<file path="src/core/sasc_defines.vh">
/*
 * Register map, field positions, reset values and timing counts of the
 * asynchronous serial status and control block.
 * Assumes inclusion by the design file only; definitions only.
 */
`ifndef SASC_DEFINES_VH
`define SASC_DEFINES_VH

// register addresses
`define SASC_ADDR_STATUS   3'h0
`define SASC_ADDR_DATA     3'h1
`define SASC_ADDR_FRAME    3'h2
`define SASC_ADDR_ENABLE   3'h3
`define SASC_ADDR_DIVISOR  3'h4

// status fields
`define SASC_ST_TX_EMPTY   7
`define SASC_ST_TX_DONE    6
`define SASC_ST_RX_READY   5
`define SASC_ST_IDLE       4
`define SASC_ST_OVERRUN    3
`define SASC_ST_NOISE      2
`define SASC_ST_FRAMING    1
`define SASC_ST_PARITY     0

// frame control fields
`define SASC_FC_RX_NINTH   7
`define SASC_FC_TX_NINTH   6
`define SASC_FC_LP_OFF     5
`define SASC_FC_LONG_WORD  4
`define SASC_FC_WAKE_ADDR  3
`define SASC_FC_PARITY_ON  2
`define SASC_FC_ODD_SEL    1
`define SASC_FC_PAR_IRQ    0

// enable control fields
`define SASC_EC_TXE_IRQ    7
`define SASC_EC_TXD_IRQ    6
`define SASC_EC_RX_IRQ     5
`define SASC_EC_IDLE_IRQ   4
`define SASC_EC_TX_ON      3
`define SASC_EC_RX_ON      2
`define SASC_EC_MUTE       1
`define SASC_EC_BREAK      0

// reset values
`define SASC_RST_STATUS    8'hC0
`define SASC_RST_FRAME     8'h00
`define SASC_RST_ENABLE    8'h00
`define SASC_RST_DIVISOR   16'h000F

// oversampling: sixteen ticks per bit
`define SASC_OVERSAMPLE    5'h10
`define SASC_MID_SAMPLE    4'h7

`endif

</file>
<file path="src/core/sasc_serial.v">
/*
 * Asynchronous serial interface: status flags, frame and enable control,
 * transmitter and receiver with parity, mute/wake-up, break and preamble.
 * Assumes a plain register port (read data one cycle after the strobe) and
 * a remote node on RXD_IN that is asynchronous to SYS_CLK_IN.
 */
`timescale 1ns/1ps
`include "sasc_defines.vh"

// How it works
// - transmit-complete set after data frame; sequence clears
// - preamble or break leaves transmit-complete alone
// - receive-ready set on buffer load; sequence clears
// - idle flag re-arms only after receive-ready
// - overrun keeps buffered word, raises flag
// - noise flag, no own interrupt
// - framing flag; overrun alone when both
// - parity-error flag with its interrupt enable
// - ninth bits held in frame control
// - low-power bit stops link after byte
// - word length eight or nine bits
// - wake method idle line or address mark
// - parity in top data bit, checked
// - even or odd parity, latched per byte
// - shared interrupt from enabled conditions
// - one bit delay; enable pulse while transmitter busy queues preamble
// - receiver enable starts start-bit search
// - mute bit; hardware clears on wake
// - address wake ignores mute writes while ready
// - transmit-empty set on buffer transfer
// - break pulse sends one break word
// - mute blocks receive flags and interrupts
module sasc_serial #(
   parameter DIV_W = 16
) (
   input  wire       SYS_CLK_IN,
   input  wire       RESET_N_IN,
   input  wire [2:0] ADDR_IN,
   input  wire [7:0] WDATA_IN,
   input  wire       WR_IN,
   input  wire       RD_IN,
   output reg  [7:0] RDATA_OUT,
   input  wire       RXD_IN,
   output reg        TXD_OUT,
   output reg        IRQ_OUT
);

   localparam TX_IDLE  = 3'h0;
   localparam TX_DELAY = 3'h1;
   localparam TX_SHIFT = 3'h2;
   localparam TX_PRE   = 3'h3;
   localparam TX_BRK   = 3'h4;

   localparam RX_HUNT  = 2'h0;
   localparam RX_SHIFT = 2'h1;

   reg  [7:0]       status_reg;
   reg  [7:0]       frame_reg;
   reg  [7:0]       enable_reg;
   reg  [DIV_W-1:0] divisor_reg;
   reg              armed_reg;
   reg              idle_armed_reg;
   reg  [7:0]       tx_buffer_reg;
   reg  [7:0]       rx_buffer_reg;
   reg  [2:0]       rxd_sync_reg;

   // transmit side
   reg  [2:0]       tx_state_reg;
   reg  [DIV_W-1:0] tx_div_reg;
   reg  [3:0]       tx_tick_reg;
   reg  [3:0]       tx_bit_reg;
   reg  [10:0]      tx_shift_reg;
   reg  [3:0]       tx_len_reg;
   reg              tx_pend_pre_reg;
   reg              tx_pend_brk_reg;
   reg              tx_data_reg;

   // receive side
   reg  [1:0]       rx_state_reg;
   reg  [DIV_W-1:0] rx_div_reg;
   reg  [3:0]       rx_tick_reg;
   reg  [3:0]       rx_bit_reg;
   reg  [9:0]       rx_shift_reg;
   reg  [3:0]       rx_len_reg;
   reg              rx_par_on_reg;
   reg              rx_odd_reg;
   reg              rx_long_reg;
   reg              rx_noise_reg;
   reg  [3:0]       idle_cnt_reg;
   reg  [3:0]       ones_cnt_reg;
   reg              rx_line_reg;

   wire rxd_now  = rxd_sync_reg[2];
   wire rxd_ok   = (rxd_sync_reg[1] == rxd_sync_reg[2]);
   wire rx_muted = enable_reg[`SASC_EC_MUTE];
   wire lp_off   = frame_reg[`SASC_FC_LP_OFF];
   wire rd_data  = RD_IN & (ADDR_IN == `SASC_ADDR_DATA);
   wire wr_data  = WR_IN & (ADDR_IN == `SASC_ADDR_DATA);
   wire rd_stat  = RD_IN & (ADDR_IN == `SASC_ADDR_STATUS);
   wire tx_tickp = (tx_div_reg == {DIV_W{1'b0}});
   wire rx_tickp = (rx_div_reg == {DIV_W{1'b0}});
   wire tx_bit_end = tx_tickp & (tx_tick_reg == 4'hF);
   wire wake_addr = frame_reg[`SASC_FC_WAKE_ADDR];

   // receive frame decode at the stop bit
   // the last sample is still on the line at rx_end, so it is folded in here
   wire [9:0] rx_frame = rx_long_reg ? {rx_line_reg, rx_shift_reg[9:1]} : {1'b0, rx_line_reg, rx_shift_reg[9:2]};
   wire [8:0] rx_word  = rx_long_reg ? rx_frame[8:0] : {1'b0, rx_frame[7:0]};
   wire       rx_stop  = rx_long_reg ? rx_frame[9] : rx_frame[8];
   wire       rx_msb   = rx_long_reg ? rx_frame[8] : rx_frame[7];
   wire       rx_par   = ^rx_word ^ rx_odd_reg;
   wire       rx_end   = (rx_state_reg == RX_SHIFT) & rx_tickp & (rx_tick_reg == `SASC_MID_SAMPLE)
                         & (rx_bit_reg == rx_len_reg);
   wire       rx_break = rx_end & (rx_word == 9'h000) & ~rx_stop;
   wire       wake_by_addr = rx_muted & wake_addr & rx_msb & rx_end;
   wire       rx_take  = rx_end & (~rx_muted | wake_by_addr);
   wire       idle_seen = rx_line_reg & (idle_cnt_reg == rx_len_reg) & rx_tickp
                          & (ones_cnt_reg == 4'hF) & enable_reg[`SASC_EC_RX_ON];
   wire       wake_by_idle = rx_muted & ~wake_addr & idle_seen;

   // transmit load/end events
   wire tx_load  = (tx_state_reg == TX_IDLE) & ~status_reg[`SASC_ST_TX_EMPTY]
                   & enable_reg[`SASC_EC_TX_ON] & ~lp_off & ~tx_pend_pre_reg & ~tx_pend_brk_reg;
   wire tx_frame_end = tx_bit_end & (tx_bit_reg == tx_len_reg)
                       & ((tx_state_reg == TX_SHIFT) | (tx_state_reg == TX_PRE)
                          | (tx_state_reg == TX_BRK));

   // parity inserted on the top data bit
   wire       long_w  = frame_reg[`SASC_FC_LONG_WORD];
   wire [8:0] tx_raw  = {frame_reg[`SASC_FC_TX_NINTH], tx_buffer_reg};
   wire       tx_p8   = ^tx_buffer_reg[7:0] ^ frame_reg[`SASC_FC_ODD_SEL];
   wire       tx_p7   = ^tx_buffer_reg[6:0] ^ frame_reg[`SASC_FC_ODD_SEL];
   wire [8:0] tx_word = ~frame_reg[`SASC_FC_PARITY_ON] ? tx_raw :
                        long_w ? {tx_p8, tx_buffer_reg} : {1'b0, tx_p7, tx_buffer_reg[6:0]};

   reg [7:0] status_next;
   reg [7:0] enable_next;

   always @* begin
      status_next = status_reg;
      // clears first so that a same-cycle hardware set wins
      if (armed_reg & wr_data) begin
         status_next[`SASC_ST_TX_EMPTY] = 1'b0;
         status_next[`SASC_ST_TX_DONE]  = 1'b0;
      end
      if (armed_reg & (rd_data | wr_data))
         status_next[`SASC_ST_PARITY] = 1'b0;
      if (armed_reg & rd_data)
         status_next[5:1] = 5'h00;
      if (tx_load)
         status_next[`SASC_ST_TX_EMPTY] = 1'b1;
      if (tx_frame_end & (tx_state_reg == TX_SHIFT))
         status_next[`SASC_ST_TX_DONE] = 1'b1;
      if (rx_take) begin
         if (status_reg[`SASC_ST_RX_READY] & ~wake_by_addr) begin
            status_next[`SASC_ST_OVERRUN] = 1'b1;
         end else begin
            status_next[`SASC_ST_RX_READY] = 1'b1;
            if (rx_noise_reg)
               status_next[`SASC_ST_NOISE] = 1'b1;
            if (~rx_stop | rx_break)
               status_next[`SASC_ST_FRAMING] = 1'b1;
            if (rx_par_on_reg & rx_par)
               status_next[`SASC_ST_PARITY] = 1'b1;
         end
      end
      if (idle_seen & ~rx_muted & idle_armed_reg)
         status_next[`SASC_ST_IDLE] = 1'b1;
   end

   always @* begin
      enable_next = enable_reg;
      if (WR_IN & (ADDR_IN == `SASC_ADDR_ENABLE)) begin
         enable_next = WDATA_IN;
         if (wake_addr & status_reg[`SASC_ST_RX_READY])
            enable_next[`SASC_EC_MUTE] = enable_reg[`SASC_EC_MUTE];
      end
      if (wake_by_idle | wake_by_addr)
         enable_next[`SASC_EC_MUTE] = 1'b0;
   end

   // registers, read port and the shared interrupt
   always @(posedge SYS_CLK_IN) begin
      if (!RESET_N_IN) begin
         status_reg     <= `SASC_RST_STATUS;
         frame_reg      <= `SASC_RST_FRAME;
         enable_reg     <= `SASC_RST_ENABLE;
         divisor_reg    <= `SASC_RST_DIVISOR;
         armed_reg      <= 1'b0;
         idle_armed_reg <= 1'b1;
         tx_buffer_reg  <= 8'h00;
         rx_buffer_reg  <= 8'h00;
         rxd_sync_reg   <= 3'h7;
         RDATA_OUT      <= 8'h00;
         IRQ_OUT        <= 1'b0;
      end else begin
         rxd_sync_reg <= {rxd_sync_reg[1:0], RXD_IN};
         status_reg   <= status_next;
         enable_reg   <= enable_next;
         if (rd_stat)
            armed_reg <= 1'b1;
         else if (rd_data | wr_data)
            armed_reg <= 1'b0;
         if (status_next[`SASC_ST_RX_READY] & ~status_reg[`SASC_ST_RX_READY])
            idle_armed_reg <= 1'b1;
         else if (idle_seen)
            idle_armed_reg <= 1'b0;
         if (WR_IN & (ADDR_IN == `SASC_ADDR_FRAME))
            frame_reg[6:0] <= WDATA_IN[6:0];
         if (WR_IN & (ADDR_IN == `SASC_ADDR_DIVISOR))
            divisor_reg <= {{(DIV_W-8){1'b0}}, WDATA_IN};
         if (wr_data)
            tx_buffer_reg <= WDATA_IN;
         if (rx_take & ~(status_reg[`SASC_ST_RX_READY] & ~wake_by_addr)) begin
            rx_buffer_reg <= rx_word[7:0];
            frame_reg[`SASC_FC_RX_NINTH] <= rx_word[8];
         end
         case (ADDR_IN)
            `SASC_ADDR_STATUS:  RDATA_OUT <= status_reg;
            `SASC_ADDR_DATA:    RDATA_OUT <= rx_buffer_reg;
            `SASC_ADDR_FRAME:   RDATA_OUT <= frame_reg;
            `SASC_ADDR_ENABLE:  RDATA_OUT <= enable_reg;
            `SASC_ADDR_DIVISOR: RDATA_OUT <= divisor_reg[7:0];
            default:            RDATA_OUT <= 8'h00;
         endcase
         IRQ_OUT <= (status_reg[`SASC_ST_TX_EMPTY] & enable_reg[`SASC_EC_TXE_IRQ])
                  | (status_reg[`SASC_ST_TX_DONE] & enable_reg[`SASC_EC_TXD_IRQ])
                  | (~rx_muted & status_reg[`SASC_ST_RX_READY] & enable_reg[`SASC_EC_RX_IRQ])
                  | (~rx_muted & status_reg[`SASC_ST_OVERRUN] & enable_reg[`SASC_EC_RX_IRQ])
                  | (~rx_muted & status_reg[`SASC_ST_IDLE] & enable_reg[`SASC_EC_IDLE_IRQ])
                  | (~rx_muted & status_reg[`SASC_ST_PARITY] & frame_reg[`SASC_FC_PAR_IRQ]);
      end
   end

   // transmitter: sixteen ticks per bit
   always @(posedge SYS_CLK_IN) begin
      if (!RESET_N_IN) begin
         tx_state_reg    <= TX_IDLE;
         tx_div_reg      <= {DIV_W{1'b0}};
         tx_tick_reg     <= 4'h0;
         tx_bit_reg      <= 4'h0;
         tx_shift_reg    <= 11'h7FF;
         tx_len_reg      <= 4'h9;
         tx_pend_pre_reg <= 1'b0;
         tx_pend_brk_reg <= 1'b0;
         tx_data_reg     <= 1'b1;
         TXD_OUT         <= 1'b1;
      end else begin
         tx_div_reg <= tx_tickp ? divisor_reg : tx_div_reg - {{(DIV_W-1){1'b0}}, 1'b1};
         if (tx_tickp & (tx_state_reg != TX_IDLE))
            tx_tick_reg <= tx_tick_reg + 4'h1;
         if (WR_IN & (ADDR_IN == `SASC_ADDR_ENABLE)) begin
            if (~WDATA_IN[`SASC_EC_TX_ON] & enable_reg[`SASC_EC_TX_ON] & (tx_state_reg != TX_IDLE))
               tx_pend_pre_reg <= 1'b1;
            if (~WDATA_IN[`SASC_EC_BREAK] & enable_reg[`SASC_EC_BREAK])
               tx_pend_brk_reg <= 1'b1;
         end
         case (tx_state_reg)
            TX_IDLE: begin
               tx_tick_reg <= 4'h0;
               tx_bit_reg  <= 4'h0;
               if (enable_reg[`SASC_EC_TX_ON] & ~lp_off &
                   (tx_load | tx_pend_pre_reg | tx_pend_brk_reg))
                  tx_state_reg <= TX_DELAY;
               if (tx_load) begin
                  tx_data_reg  <= 1'b1;
                  tx_len_reg   <= long_w ? 4'hA : 4'h9;
                  tx_shift_reg <= long_w ? {1'b1, tx_word, 1'b0}
                                         : {2'b11, tx_word[7:0], 1'b0};
               end
            end
            TX_DELAY: begin
               if (tx_bit_end) begin
                  tx_bit_reg <= 4'h0;
                  if (tx_pend_brk_reg) begin
                     tx_state_reg <= TX_BRK;
                     tx_len_reg   <= long_w ? 4'hA : 4'h9;
                  end else if (tx_pend_pre_reg) begin
                     tx_state_reg <= TX_PRE;
                     tx_len_reg   <= long_w ? 4'hA : 4'h9;
                  end else begin
                     tx_state_reg <= TX_SHIFT;
                  end
               end
            end
            default: begin
               if (tx_bit_end) begin
                  tx_bit_reg   <= tx_bit_reg + 4'h1;
                  tx_shift_reg <= {1'b1, tx_shift_reg[10:1]};
               end
               if (tx_frame_end) begin
                  // queued preamble or break goes out after the data word
                  if (tx_state_reg == TX_BRK)
                     tx_pend_brk_reg <= 1'b0;
                  if (tx_state_reg == TX_PRE)
                     tx_pend_pre_reg <= 1'b0;
                  tx_state_reg <= TX_IDLE;
               end
            end
         endcase
         if (tx_state_reg == TX_SHIFT)
            TXD_OUT <= tx_shift_reg[0];
         else if (tx_state_reg == TX_BRK)
            TXD_OUT <= 1'b0;
         else
            TXD_OUT <= 1'b1;
      end
   end

   // receiver: hunts for a start bit, samples mid-bit
   always @(posedge SYS_CLK_IN) begin
      if (!RESET_N_IN) begin
         rx_state_reg  <= RX_HUNT;
         rx_div_reg    <= {DIV_W{1'b0}};
         rx_tick_reg   <= 4'h0;
         rx_bit_reg    <= 4'h0;
         rx_shift_reg  <= 10'h000;
         rx_len_reg    <= 4'h9;
         rx_par_on_reg <= 1'b0;
         rx_odd_reg    <= 1'b0;
         rx_long_reg   <= 1'b0;
         rx_noise_reg  <= 1'b0;
         idle_cnt_reg  <= 4'h0;
         ones_cnt_reg  <= 4'h0;
         rx_line_reg   <= 1'b1;
      end else begin
         rx_div_reg <= rx_tickp ? divisor_reg : rx_div_reg - {{(DIV_W-1){1'b0}}, 1'b1};
         if (rxd_ok)
            rx_line_reg <= rxd_now;
         // idle: a full frame time of ones counted in bit ticks
         if (~rx_line_reg | (rx_state_reg != RX_HUNT)) begin
            ones_cnt_reg <= 4'h0;
            idle_cnt_reg <= 4'h0;
         end else if (rx_tickp) begin
            ones_cnt_reg <= ones_cnt_reg + 4'h1;
            if ((ones_cnt_reg == 4'hF) & (idle_cnt_reg != rx_len_reg))
               idle_cnt_reg <= idle_cnt_reg + 4'h1;
         end
         case (rx_state_reg)
            RX_HUNT: begin
               rx_tick_reg  <= 4'h0;
               rx_bit_reg   <= 4'h0;
               rx_noise_reg <= 1'b0;
               if (enable_reg[`SASC_EC_RX_ON] & ~lp_off & ~rx_line_reg) begin
                  rx_state_reg  <= RX_SHIFT;
                  rx_len_reg    <= long_w ? 4'hA : 4'h9;
                  rx_long_reg   <= long_w;
                  rx_par_on_reg <= frame_reg[`SASC_FC_PARITY_ON];
                  rx_odd_reg    <= frame_reg[`SASC_FC_ODD_SEL];
               end
            end
            RX_SHIFT: begin
               if (rx_tickp) begin
                  rx_tick_reg <= rx_tick_reg + 4'h1;
                  if (rx_tick_reg == `SASC_MID_SAMPLE) begin
                     if (~rxd_ok)
                        rx_noise_reg <= 1'b1;
                     if (rx_bit_reg == 4'h0) begin
                        if (rx_line_reg)
                           rx_state_reg <= RX_HUNT;                        // false start
                     end else begin
                        rx_shift_reg <= {rx_line_reg, rx_shift_reg[9:1]};
                     end
                     if (rx_bit_reg == rx_len_reg)
                        rx_state_reg <= RX_HUNT;
                     rx_bit_reg <= rx_bit_reg + 4'h1;
                  end
               end
               if (rx_end & ~rx_long_reg)
                  rx_shift_reg <= {1'b0, rx_line_reg, rx_shift_reg[9:2]};
            end
            default: rx_state_reg <= RX_HUNT;
         endcase
      end
   end

endmodule

</file>
<file path="config.mk">
export PLATFORM = sky130hd
export DESIGN_NAME = sasc_serial
export DESIGN_NICKNAME = d
export VERILOG_FILES = /design/src/core/sasc_serial.v
export VERILOG_INCLUDE_DIRS = /design/src /design/src/core
export SDC_FILE = /design/constraint.sdc
export NUM_CORES = 1
export LEC_CHECK = 0
export BUFFER_PORTS_ARGS = -buffer_cell sky130_fd_sc_hd__buf_4
export CELL_PAD_IN_SITES_DETAIL_PLACEMENT = 2
export CELL_PAD_IN_SITES_GLOBAL_PLACEMENT = 2
export CORE_MARGIN = 10
export CORE_UTILIZATION = 42
export CTS_CLUSTER_DIAMETER = 120
export DETAILED_ROUTE_END_ITERATION = 10
export PLACE_DENSITY_LB_ADDON = 0.1
export SETUP_SLACK_MARGIN = 0.5
export SLEW_MARGIN = 20
export SYNTH_ARGS = -nofsm -noshare
export SYNTH_HDL_FRONTEND = slang
export SYNTH_SLANG_ARGS = --single-unit
</file>
<file path="constraint.sdc">
create_clock -name SYS_CLK_IN -period 3.6 [get_ports SYS_CLK_IN]
set_input_delay 0.54 -clock SYS_CLK_IN [delete_from_list [all_inputs] [get_ports SYS_CLK_IN]]
set_output_delay 0.54 -clock SYS_CLK_IN [all_outputs]
set_load 0.05 [all_outputs]
</file>
==> Word level (Yosys, flattened, before mapping) <==
Index checks and enable logic that the tools add are counted.
{ "totals": {"register_bits": 160, "output_inout_bits": 10, "elab_cells": 284} }
{ "op_classes": {"addsub": 8, "n_reduce_logical": 41, "muxes": 73, "n_bitwise": 94, "n_eq_ne": 28} }
{ "ops": {"columns": ["cell", "n"], "rows": [
  ["$and 1x1->1", 60],
  ["$mux 10", 6],
  ["$mux 4", 10],
  ["$pmux 8 s5", 1],
  ["$logic_not 16->1", 2],
  ["$pmux 4 s2", 4],
  ["$sub 16x1->16 const B", 2],
  ["$mux 1", 28],
  ["$mux 9", 3],
  ["$add 4x1->4 const B", 6],
  ["$mux 11", 2],
  ["$pmux 11 s2", 1],
  ["$reduce_or 2->1", 9],
  ["$not 1->1", 17],
  ["$mux 8", 2],
  ["$reduce_bool 2->1", 8],
  ["$mux 3", 5],
  ["$mux 2", 7],
  ["$or 1x1->1", 14],
  ["$eq 3x2->1 const B", 4],
  ["$eq 4x4->1", 3],
  ["$reduce_and 4->1", 3],
  ["$ne 2x2->1 const B", 5],
  ["$reduce_and 2->1", 5],
  ["26 further kinds", 37]
]} }

==> Logic depth before layout (Yosys ltp) <==
Gate-level depths: netlist of the first run.
{ "depth": {"ltp_word": 11, "ltp_mapped": 9, "mapped_depth_nobuf": 7} }

==> Worst setup path after synthesis of the first run <==
OpenSTA, ideal clock, no wires.
{ "synth_timing": {"path_kind": "reg2reg", "startpoint": "register tx_div_reg[10]", "endpoint": "register tx_shift_reg[9]", "arrival_time_ns": 2.212, "n_path_buf": 2, "synth_period_minus_slack_ns": 2.335, "stages_incl_launch_ff": 8, "required_ns": 3.477, "path_slack_ns": 1.265, "path_cell_list": "dfxtp_1 -> or4_4 -> or4_4 -> buf_6 -> o31a_2 -> buf_6 -> a211oi_1 -> a21oi_1"} }
{ "synth_between": {"elab_chain_len": 4} }
{ "synth_lines": {"columns": ["item", "line_no", "rtl"], "rows": [
  ["start, declared", "sasc_serial.v:69", "reg [DIV_W-1:0] tx_div_reg;"],
  ["start signal, assigned", "sasc_serial.v:239", "tx_div_reg <= {DIV_W{1'b0}};"],
  ["start signal, assigned", "sasc_serial.v:249", "tx_div_reg <= tx_tickp ? divisor_reg : tx_div_reg - {{(DIV_W-1){1'b0}}, 1'b1};"],
  ["$logic_not 16->1", "sasc_serial.v:100", "wire tx_tickp = (tx_div_reg == {DIV_W{1'b0}});"],
  ["$and 1x1->1", "sasc_serial.v:102", "wire tx_bit_end = tx_tickp & (tx_tick_reg == 4'hF);"],
  ["$reduce_bool 2->1 (no source line)", null, null],
  ["$reduce_and 3->1 (no source line)", null, null],
  ["end signal, assigned", "sasc_serial.v:268", "tx_shift_reg <= long_w ? {1'b1, tx_word, 1'b0}"],
  ["end signal, assigned", "sasc_serial.v:289", "tx_shift_reg <= {1'b1, tx_shift_reg[10:1]};"],
  ["end, declared", "sasc_serial.v:72", "reg [10:0] tx_shift_reg;"]
]} }
Every way passes these cells.
A chain may end at the register's enable or synchronous reset.

==> Worst setup path after layout of the first run <==
{ "layout_timing": {"startpoint": "register rx_div_reg[8]", "endpoint": "register rx_buffer_reg[1]"} }
{ "layout_between": {"elab_chain_len": 9, "elab_cells_between_ends": 11, "classes_between": "bitwise (10); reduce/logical (1)"} }
{ "layout_lines": {"columns": ["item", "line_no", "rtl"], "rows": [
  ["start, declared", "sasc_serial.v:80", "reg [DIV_W-1:0] rx_div_reg;"],
  ["start signal, assigned", "sasc_serial.v:314", "rx_div_reg <= {DIV_W{1'b0}};"],
  ["start signal, assigned", "sasc_serial.v:327", "rx_div_reg <= rx_tickp ? divisor_reg : rx_div_reg - {{(DIV_W-1){1'b0}}, 1'b1};"],
  ["$logic_not 16->1 (*)", "sasc_serial.v:101", "wire rx_tickp = (rx_div_reg == {DIV_W{1'b0}});"],
  ["$and 1x1->1 (*) (3 in series)", "sasc_serial.v:112", "wire rx_end = (rx_state_reg == RX_SHIFT) & rx_tickp & (rx_tick_reg == `SASC_MID_SAMPLE)"],
  ["$and 1x1->1", "sasc_serial.v:115", "wire wake_by_addr = rx_muted & wake_addr & rx_msb & rx_end;"],
  ["$not 1->1", "sasc_serial.v:214", "if (rx_take & ~(status_reg[`SASC_ST_RX_READY] & ~wake_by_addr)) begin"],
  ["$and 1x1->1", "sasc_serial.v:214", null],
  ["$not 1->1", "sasc_serial.v:214", null],
  ["$and 1x1->1 (*)", "sasc_serial.v:214", null],
  ["end signal, assigned", "sasc_serial.v:215", "rx_buffer_reg <= rx_word[7:0];"],
  ["end, declared", "sasc_serial.v:64", "reg [7:0] rx_buffer_reg;"]
]} }
Every way passes the cells marked *; elsewhere a longest branch is shown, timed or not.

==> results.sh, run 1 <==
export IMPL_status="completed"
export IMPL_synthArstFlopShare_pct=0
export IMPL_antenna_found_initial=0
export IMPL_drtPass1Iterations=4
export IMPL_nets=842
export IMPL_r2r_end="rx_buffer_reg[1]"
export IMPL_num_rows=47
export IMPL_synthTopCellsByArea="dfxtp_1, nor2_1, mux2i_1"
export IMPL_min_period_ns=2.92
export IMPL_drc=0
export IMPL_drv_cap=0
export IMPL_grt_setup_unrepaired="false"
export IMPL_cp_data_arrival_time_ns=3.23
export IMPL_core_sq_um=16600
export IMPL_die_w_microns=150
export IMPL_grtUsageMet1_pct=24.8
export IMPL_fin_tns_setup_ns=0
export IMPL_fillers=1794
export IMPL_dpl_hpwl_mm=15.5
export IMPL_synth_xor_area_share_pct=7.57
export IMPL_met2_usage_pct=35.4
export IMPL_place_gp_congestion=0.817
export IMPL_dpl_instance_area_sq_um=7480
export IMPL_drv_slew=0
export IMPL_synth_compound_area_share_pct=13.1
export IMPL_worstMarginPinSlew_ns=1.03
export IMPL_cts_setup_buffers=0
export IMPL_multiInputGateArea_sq_um=3810
export IMPL_cts_resized=0
export IMPL_ys_warn_count=0
export IMPL_die_h_microns=150
export IMPL_finalHoldViolCount=0
export IMPL_grt_use_total_pct=20.2
export IMPL_final_util_pct=48.2
export IMPL_pin_count=26
export IMPL_hold_path_class="in -> reg"
export IMPL_htreeDepth=4
export IMPL_p_total_w=0.00487
export IMPL_grt_pass1_wl_mm=36.0
export IMPL_dieArea_sq_um=22500
export IMPL_synth_top_cell_area_share_pct=42.9
export IMPL_fin_crit_sh_pct=81.1
export IMPL_synth_simple_area_share_pct=22.3
export IMPL_ys_seq_elements=152
export IMPL_power_density_nw_per_um2=609
export IMPL_startpoint="rx_div_reg[8]"
export IMPL_syn_nets=827
export IMPL_r2r_setup_slack_ns=0.68
export IMPL_muxShareOfSynthArea_pct=8.61
export IMPL_grt_max_degree=33
export IMPL_synth_edf_count=0
export IMPL_worstSetupEndpointType="flip-flop"
export IMPL_critical_path_required_ns=3.91
export IMPL_worst_setup_path_start_kind="flip-flop"
export IMPL_synth_top_family_by_area="simple AND/OR/NAND/NOR gates"
export IMPL_ant_nets=0
export IMPL_use_met3_pct=4.29
export IMPL_setup_viol=0
export IMPL_first_global_vias=6604
export IMPL_viasPerCell=5.74
export IMPL_num_vias=5995
export IMPL_initial_utilization_pct=42.8
export IMPL_num_antenna_cells=0
export IMPL_clk_latency_ns=0.43
export IMPL_crit_fanout=13
export IMPL_fmax_ghz=0.343
export IMPL_max_slew_margin_pct=30.9
export IMPL_cts_inserted_buffers=17
export IMPL_root_buffer="clkbuf_16"
export IMPL_register_area_sq_um=3040
export IMPL_synthAdderAreaFrac_pct=1.94
export IMPL_design_area_sq_um=8000
export IMPL_hold_end="rxd_sync_reg[0]"
export IMPL_netlist_area_sq_um=7090
export IMPL_critical_path_class="reg -> reg"
export IMPL_cts_sinks=152
export IMPL_ys_flop_type="dfxtp_1"
export IMPL_p_leak_nw=3.03
export IMPL_io_buffers=25
export IMPL_ys_seq_area_share_pct=42.9
export IMPL_synth_common_cells="dfxtp_1, nor2_1, nand2_1, mux2i_1, a21oi_1"
export IMPL_hold_buffers=0
export IMPL_cts_reportedPaths_clkPinSlew_ns=0.06
export IMPL_synth_largest_area_cell="dfxtp_1"
export IMPL_cts_tree="built"
export IMPL_grt_overflow=0
export IMPL_ctsLongestPathBuffers=2
export IMPL_yosysMostFrequentCell="dfxtp_1"
export IMPL_hold_path_depth=2
export IMPL_grt_busiest_layer="met2"
export IMPL_ff2ff_path_depth=6
export IMPL_drt_wl_total_mm=22.2
export IMPL_synth_cell_types=67
export IMPL_ir_drop_uv=371
export IMPL_clock_skew_ns=0.00888
export IMPL_reg2reg_from="rx_div_reg[8]"
export IMPL_synth_avg_cell_area_sq_um=8.86
export IMPL_wl_per_cell_microns=21.2
export IMPL_layout_drive_gt1_share_pct=11.8
export IMPL_syn_to_final_growth_pct=12.8
export IMPL_drt_iter0_drc=313
export IMPL_hp_start="RXD_IN"
export IMPL_syn_inst=800
## layout make-up
type	count	area share, %
clock inverters	4	0.250
multi-input cells	587	47.7
inverters	20	0.938
flip-flops and latches	152	38.0
repair buffers	37	3.47
well taps	220	3.44
clock buffers	25	6.19
## worst max-delay path, stage by stage, from the launching register on
cell and delay, ns:
dfxtp_1 0.34, or4_1 0.64, nand4b_1 0.25, buf_4 0.23, nor4_4 0.91, mux2i_1 0.36, nor2_1 0.07
## how the worst max path moves through the flow
stage / endpoint / depth (start not counted)
global placement: status_reg[2] / 7
detailed placement: rx_buffer_reg[3] / 6
finish: rx_buffer_reg[1] / 6
floorplan: tx_shift_reg[9] / 7
CTS: rx_buffer_reg[1] / 6
global route: rx_buffer_reg[1] / 6
## placed cells by master, fill, tap and decap left out, types with 3 or more instances in the layout
master,instances
a211oi_1,22
a21oi_1,35
a22oi_1,18
a311oi_1,4
a31oi_1,6
and3_1,5
buf_4,37
clkbuf_1,4
clkbuf_16,17
clkbuf_8,4
clkinv_2,4
dfxtp_1,152
ha_1,11
inv_1,19
mux2_2,16
mux2i_1,43
nand2_1,69
nand2b_1,9
nand3_1,29
nand3b_1,3
nand4_1,6
nand4b_1,4
nor2_1,130
nor2b_1,4
nor3_1,16
nor3b_1,4
nor4_1,9
nor4b_1,3
o21ai_0,21
o22a_1,8
o31ai_1,4
or3_1,6
or4_1,3
or4_4,3
xnor2_1,34
xor2_1,22
## metrics by stage
step | instances | hold slack [ns] | setup WS [ns]
after floorplan | 800 | 0.386 | 1.27
after global placement | 1016 | 0.388 | 1.01
after detailed placement | 1016 | 0.410 | 0.773
after CTS | 1045 | 0.292 | 0.646
after global routing | 1045 | 0.293 | 0.511
final | 1045 | 0.301 | 0.680
## report_power, final
group,switching (W),internal [W],total [W]
Sequential,0.000151,0.00184,0.00199
Clock,0.000690,0.000938,0.00163
Combinational,0.000767,0.000485,0.00125
Total,0.00161,0.00326,0.00487
## per-layer routing
layer,vias up,wire length [microns],share of wire [%]
li1,2847,-,-
met1,3058,9980,45
met2,68,11300,51
met3,22,649,2.9
met4,0,247,1.1
met5,-,0,0
## kinds of logic after synthesis
logic type	Yosys count
adders and majority gates	11
xor gates and xnor gates	58
DFF	152
muxes	59
AOI/OAI and AO/OA	138
buffers and inverters	61
and+or+nand+nor	321
(Power assumes the default switching activity.)
==> run 2: changes to the inputs <==
Settings changed: CORE_UTILIZATION 42 to 35.
Clock period 3.6 ns to 2.5 ns, I/O delays scaled along.
==> run 2 against run 1 <==
Effect of this change:
- clock-buffer cell count fell by 5
- setup slack got worse by 0.49 ns
- cell area is 17% higher
- register-to-register slack got worse by 0.49 ns
- clock power grew 83%
- critical path depth fell by 1
- cell count up 11%
- global-route usage is 1.6 points lower
- via count rose by 4.0%
- maximum frequency rose by 26%
- core utilization decreased by 1.6 points
==> results.sh, run 2 (same netlist as run 1, synthesis figures left out) <==
export IMPL_status="completed"
export IMPL_p_leak_nw=3.62
export IMPL_drv_cap=0
export IMPL_num_antenna_cells=0
export IMPL_instances_no_fill=1155
export IMPL_max_slew_margin_pct=42.8
export IMPL_p_int_w=0.00616
export IMPL_final_cell_mix="dfxtp_1, nor2_1, nand2_1"
export IMPL_cts_inserted_buffers=17
export IMPL_worst_setup_path_start_kind="flip-flop"
export IMPL_fillers=2107
export IMPL_drv_slew=0
export IMPL_slowest_delay_ns=0.61
export IMPL_num_vias=6234
export IMPL_fin_crit_sh_pct=92.5
export IMPL_power_density_nw_per_um2=981
export IMPL_grtUsageMet1_pct=23.1
export IMPL_drtPass1Iterations=4
export IMPL_grt_setup_unrepaired="true"
export IMPL_slowest_stage="or4_4"
export IMPL_drt_wl_total_mm=25.6
export IMPL_swShare_pct=33.0
export IMPL_worstSetupEndpointType="flip-flop"
export IMPL_dpl_hpwl_mm=16.4
export IMPL_path_cells="or4_4 -> or4_4 -> or2_4 -> o211ai_1 -> a21oi_1"
export IMPL_use_met3_pct=2.65
export IMPL_grt_use_total_pct=18.6
export IMPL_drc=0
export IMPL_worstMarginPinSlew_ns=0.851
export IMPL_die_w_microns=162
export IMPL_grt_busiest_layer="met2"
export IMPL_nets=899
export IMPL_p_switching_w=0.00303
export IMPL_pin_count=26
export IMPL_viasPerCell=5.40
export IMPL_fin_tns_setup_ns=0
export IMPL_final_common_cell="dfxtp_1"
export IMPL_clock_skew_ns=0.0108
export IMPL_drt_iter0_drc=261
export IMPL_hold_path_depth=2
export IMPL_syn_to_final_growth_pct=32.1
export IMPL_io_buffers=25
export IMPL_hold_path_class="in -> reg"
export IMPL_crit_fanout=7
export IMPL_clk_latency_ns=0.44
export IMPL_min_period_ns=2.31
export IMPL_dp_cells=1084
export IMPL_ir_drop_uv=489
export IMPL_num_rows=52
export IMPL_ctsLongestPathBuffers=2
export IMPL_ff2ff_path_depth=5
export IMPL_ant_nets=0
export IMPL_core_sq_um=20100
export IMPL_seqPwrFrac_pct=31.6
export IMPL_critical_path_required_ns=2.79
export IMPL_final_util_pct=46.6
export IMPL_clock_power_share_pct=32.4
export IMPL_cts_tree="built"
export IMPL_cts_reportedPaths_clkPinSlew_ns=0.07
export IMPL_grt_overflow=0
export IMPL_pwr_share_comb_pct=35.9
export IMPL_critical_path_class="reg -> reg"
export IMPL_die_h_microns=162
export IMPL_fmax_ghz=0.433
export IMPL_first_global_vias=6765
export IMPL_root_buffer="clkbuf_16"
export IMPL_wl_per_cell_microns=22.1
export IMPL_initial_utilization_pct=35.3
export IMPL_cts_sinks=152
export IMPL_grt_max_degree=34
export IMPL_setup_viol=0
export IMPL_cpMostUsedCell="or4_4"
export IMPL_dieArea_sq_um=26400
export IMPL_grt_pass1_wl_mm=38.8
export IMPL_htreeDepth=4
export IMPL_finalHoldViolCount=0
export IMPL_place_gp_congestion=0.787
export IMPL_antenna_found_initial=0
export IMPL_hold_buffers=0
export IMPL_cp_data_arrival_time_ns=2.60
export IMPL_met2_usage_pct=32.8
export IMPL_layout_drive_gt1_share_pct=28.2
==> run 2: changes by cell type in the layout (fill, tap and decap cells not counted), moves of 7 or more <==
cell,change
a211oi_1,-19
a211oi_2,+18
a21oi_1,-7
a21oi_2,+7
buf_4,+26
buf_6,+24
nor2_1,-21
nor2_4,+15
nor3_1,-7
==> run 2: area by class of cell <==
type,count,area (sq um),share of cell area [%]
Inverter,20,75.1,0.801
Multi-Input combinational cell,588,4380,46.7
Clock buffer,20,447,4.77
Tap cell,270,338,3.60
Timing Repair Buffer,93,863,9.21
Sequential cell,152,3050,32.6
Clock inverter,12,223,2.38
==> run 2: per-layer routing <==
layer,vias up,part of all wire [%]
met3,20,2.2
met1,3173,45
met5,-,0
met2,71,51
li1,2970,-
met4,0,1.0
==> run 2: per-stage QoR <==
step | hold WS [ns] | setup WS [ns] | total power (W) | cell area, sq um
floorplan | 0.386 | 0.250 | 0.00423 | 7160
global placement | 0.389 | 0.200 | 0.00473 | 7720
detailed placement | 0.406 | 0.0653 | 0.00486 | 7720
CTS | 0.104 | 0.209 | 0.00839 | 8870
global route | 0.146 | 0.155 | 0.00965 | 9370
finish | 0.131 | 0.188 | 0.00919 | 9370
==> run 2: power by group through the flow <==
| stage | registers (W) | clock network [W] | logic [W] |
|---|---|---|---|
| 6_report | 0.00291 | 0.00298 | 0.00330 |
| 5_1_grt | 0.00294 | 0.00314 | 0.00358 |
| 4_1_cts | 0.00289 | 0.00303 | 0.00247 |
| 3_5_place_dp | 0.00294 | 0 | 0.00192 |
| 3_3_place_gp | 0.00290 | 0 | 0.00183 |
| 2_1_floorplan | 0.00287 | 0 | 0.00136 |
==> run 2: final timing paths <==
| check | startpoint | end | slack, ns |
|---|---|---|---|
| setup / recovery | tx_div_reg[3] | tx_bit_reg[3] | 0.19 |
| hold / removal | RXD_IN | rxd_sync_reg[0] | 0.13 |
| setup reg to reg | tx_div_reg[3] | tx_bit_reg[3] | 0.19 |
| hold reg to reg | rxd_sync_reg[0] | rxd_sync_reg[1] | 0.43 |
==> run 2: repair_timing <==
action	in CTS	in global routing
resized for setup	65	88
setup endpoints to repair	82	93
cloned	2	2
pin swaps	42	32
buffers inserted	23	12
endpoints found under the hold margin	0	0
==> run 2: critical path: cells and delay by family (launching register included) <==
kind             cells  cell delay, ns
flip-flops           1            0.34
AO/OA/AOI/OAI        2            0.37
AND/OR/NAND/NOR      3            1.46
==> run 3: changes to the inputs <==
Settings changed: CORE_MARGIN 10 to 2.
==> run 3 against run 2 <==
Effect of this change:
- clock skew shrank 0.0032 ns
- hold slack improved by 0.0012 ns
- register-to-register slack better by 0.02 ns
- critical path depth increased by 1
- sequential share of layout area is 0.66 points higher
- total power down 6.0%
- sequential power about the same
- core utilization fell by 0.67 points
- first-iteration DRC count is 33% higher
- maximum frequency up 0.77%
- die area decreased by 19%
- cell count stayed put
- critical endpoint is now tx_shift_reg[8]
- largest cell class unchanged
- highest routed layer unchanged
==> results.sh, run 3 (same netlist as run 1, synthesis figures left out) <==
export IMPL_grt_max_degree=48
export IMPL_worstSetupEndpointType="flip-flop"
export IMPL_crit_family="simple AND/OR/NAND/NOR gates"
export IMPL_fillers=2158
export IMPL_dp_slack_ns=0.107
export IMPL_nets=899
export IMPL_finalHoldViolCount=0
export IMPL_setup_viol=0
export IMPL_cp_data_arrival_time_ns=2.65
export IMPL_cts_inserted_buffers=17
export IMPL_cts_reportedPaths_clkPinSlew_ns=0.07
export IMPL_syn_to_final_growth_pct=29.8
export IMPL_clock_power_share_pct=31.0
export IMPL_drv_cap=0
export IMPL_die_h_microns=146
export IMPL_wl_per_cell_microns=21.6
export IMPL_place_gp_congestion=0.799
export IMPL_cts_tree="built"
export IMPL_grt_overflow=0
export IMPL_crit_buf_inv=1
export IMPL_worst_slack_ns=0.206
export IMPL_ir_drop_uv=681
export IMPL_hold_buffers=0
export IMPL_cpMostUsedCell="or4_4"
export IMPL_layout_drive_gt1_share_pct=27.1
export IMPL_worstMarginPinSlew_ns=0.838
export IMPL_clk_latency_ns=0.42
export IMPL_slowest_delay_ns=0.57
export IMPL_r2r_end="tx_shift_reg[8]"
export IMPL_r2r_setup_slack_ns=0.21
export IMPL_min_period_ns=2.29
export IMPL_first_global_vias=6767
export IMPL_ff2ff_path_depth=6
export IMPL_power_density_nw_per_um2=939
export IMPL_ctsLongestPathBuffers=2
export IMPL_initial_utilization_pct=35.4
export IMPL_slowest_stage="or4_4"
export IMPL_dpl_hpwl_mm=16.0
export IMPL_instances_no_fill=1155
export IMPL_crit_fanout=6
export IMPL_max_slew_margin_pct=43.3
export IMPL_grt_setup_unrepaired="true"
export IMPL_final_common_cell="dfxtp_1"
export IMPL_hp_start="RXD_IN"
export IMPL_pwr_share_comb_pct=35.0
export IMPL_htreeDepth=4
export IMPL_hold_end="rxd_sync_reg[0]"
export IMPL_die_w_microns=146
export IMPL_p_switching_w=0.00293
export IMPL_clock_skew_ns=0.00758
export IMPL_status="completed"
export IMPL_ant_nets=0
export IMPL_drt_iter0_drc=348
export IMPL_path_cells="or4_4 -> or4_4 -> buf_6 -> o31a_4 -> nor2b_1 -> o21ai_1"
export IMPL_root_buffer="clkbuf_16"
export IMPL_reg2reg_from="tx_div_reg[3]"
export IMPL_hold_path_depth=2
export IMPL_core_sq_um=20000
export IMPL_grt_pass1_wl_mm=38.2
export IMPL_cts_sinks=152
export IMPL_grt_use_total_pct=22.7
export IMPL_p_int_w=0.00572
export IMPL_drt_wl_total_mm=24.9
export IMPL_p_leak_nw=3.61
export IMPL_num_vias=6261
export IMPL_critical_path_required_ns=2.86
export IMPL_drtPass1Iterations=4
export IMPL_antenna_found_initial=0
export IMPL_dp_cells=1085
export IMPL_critical_path_class="reg -> reg"
export IMPL_seqPwrFrac_pct=34.0
export IMPL_num_antenna_cells=0
export IMPL_hold_path_class="in -> reg"
export IMPL_io_buffers=25
export IMPL_viasPerCell=5.42
export IMPL_fin_tns_setup_ns=0
export IMPL_drc=0
export IMPL_pin_count=26
export IMPL_worst_setup_path_start_kind="flip-flop"
export IMPL_drv_slew=0
export IMPL_fmax_ghz=0.436
export IMPL_dieArea_sq_um=21400
export IMPL_fin_crit_sh_pct=91.8
export IMPL_num_rows=52
export IMPL_final_cell_mix="dfxtp_1, nor2_1, buf_4"
export IMPL_swShare_pct=33.8
-- run 3: how the worst max path moves through the flow --
stage                   start               to  slack, ns  depth (start not counted)
3_5_place_dp    rx_div_reg[9]  rx_shift_reg[5]       0.11                          6
3_3_place_gp    tx_div_reg[5]  tx_shift_reg[8]       0.20                          5
4_1_cts        tx_div_reg[11]  tx_shift_reg[8]       0.20                          5
6_report        tx_div_reg[3]  tx_shift_reg[8]       0.21                          6
2_1_floorplan   tx_div_reg[5]  tx_state_reg[2]       0.25                          7
5_1_grt         tx_div_reg[3]  tx_shift_reg[7]       0.17                          6
-- run 3: layer usage --
layer	share of wire (%)	global-route usage, %	up-vias
met1	46	28.7	3202
met3	2.0	3.00	27
met2	51	40.8	64
met4	1.3	6.02	0
met5	0	0	-
li1	-	-	2968
-- run 3: timing repair --
item | CTS | global route
pin swaps | 27 | 35
hold endpoints to repair | 0 | 0
endpoints found under the setup margin | 86 | 87
setup buffers | 23 | 11
cloned | 2 | 2
resized for setup | 42 | 81
-- run 3: cell type report --
class | count | area, sq um | area share (%)
multi-input combinational | 588 | 4310 | 46.8
sequential | 152 | 3060 | 33.2
timing repair buffer | 93 | 825 | 8.96
clock buffer | 20 | 457 | 4.96
tap | 270 | 338 | 3.67
clock inverter | 12 | 149 | 1.62
inverter | 20 | 75.1 | 0.815
-- run 3: metrics by stage --
stage | power [W] | utilization, % | hold slack [ns] | instance area, sq um
after global routing | 0.00906 | 45.9 | 0.129 | 9210
after floorplan | 0.00423 | - | 0.386 | 7160
after CTS | 0.00804 | 43.5 | 0.121 | 8720
after detailed placement | 0.00483 | 38.7 | 0.404 | 7750
final | 0.00865 | 45.9 | 0.133 | 9210
after global placement | 0.00468 | 38.7 | 0.396 | 7750
-- run 3: worst register-to-register path, stage by stage (launching register included) --
cell and delay, ns:
dfxtp_4 0.36, or4_4 0.54, or4_4 0.57, buf_6 0.16
o31a_4 0.31, nor2b_1 0.15, o21ai_1 0.14
-- run 3: power by group through the flow --
| stage | Clock (W) | Combinational, W | Sequential, W |
|---|---|---|---|
| final | 0.00268 | 0.00303 | 0.00294 |
| after global routing | 0.00283 | 0.00327 | 0.00296 |
| after CTS | 0.00271 | 0.00243 | 0.00290 |
| after detailed placement | 0 | 0.00190 | 0.00293 |
| after global placement | 0 | 0.00178 | 0.00290 |
| after floorplan | 0 | 0.00136 | 0.00287 |
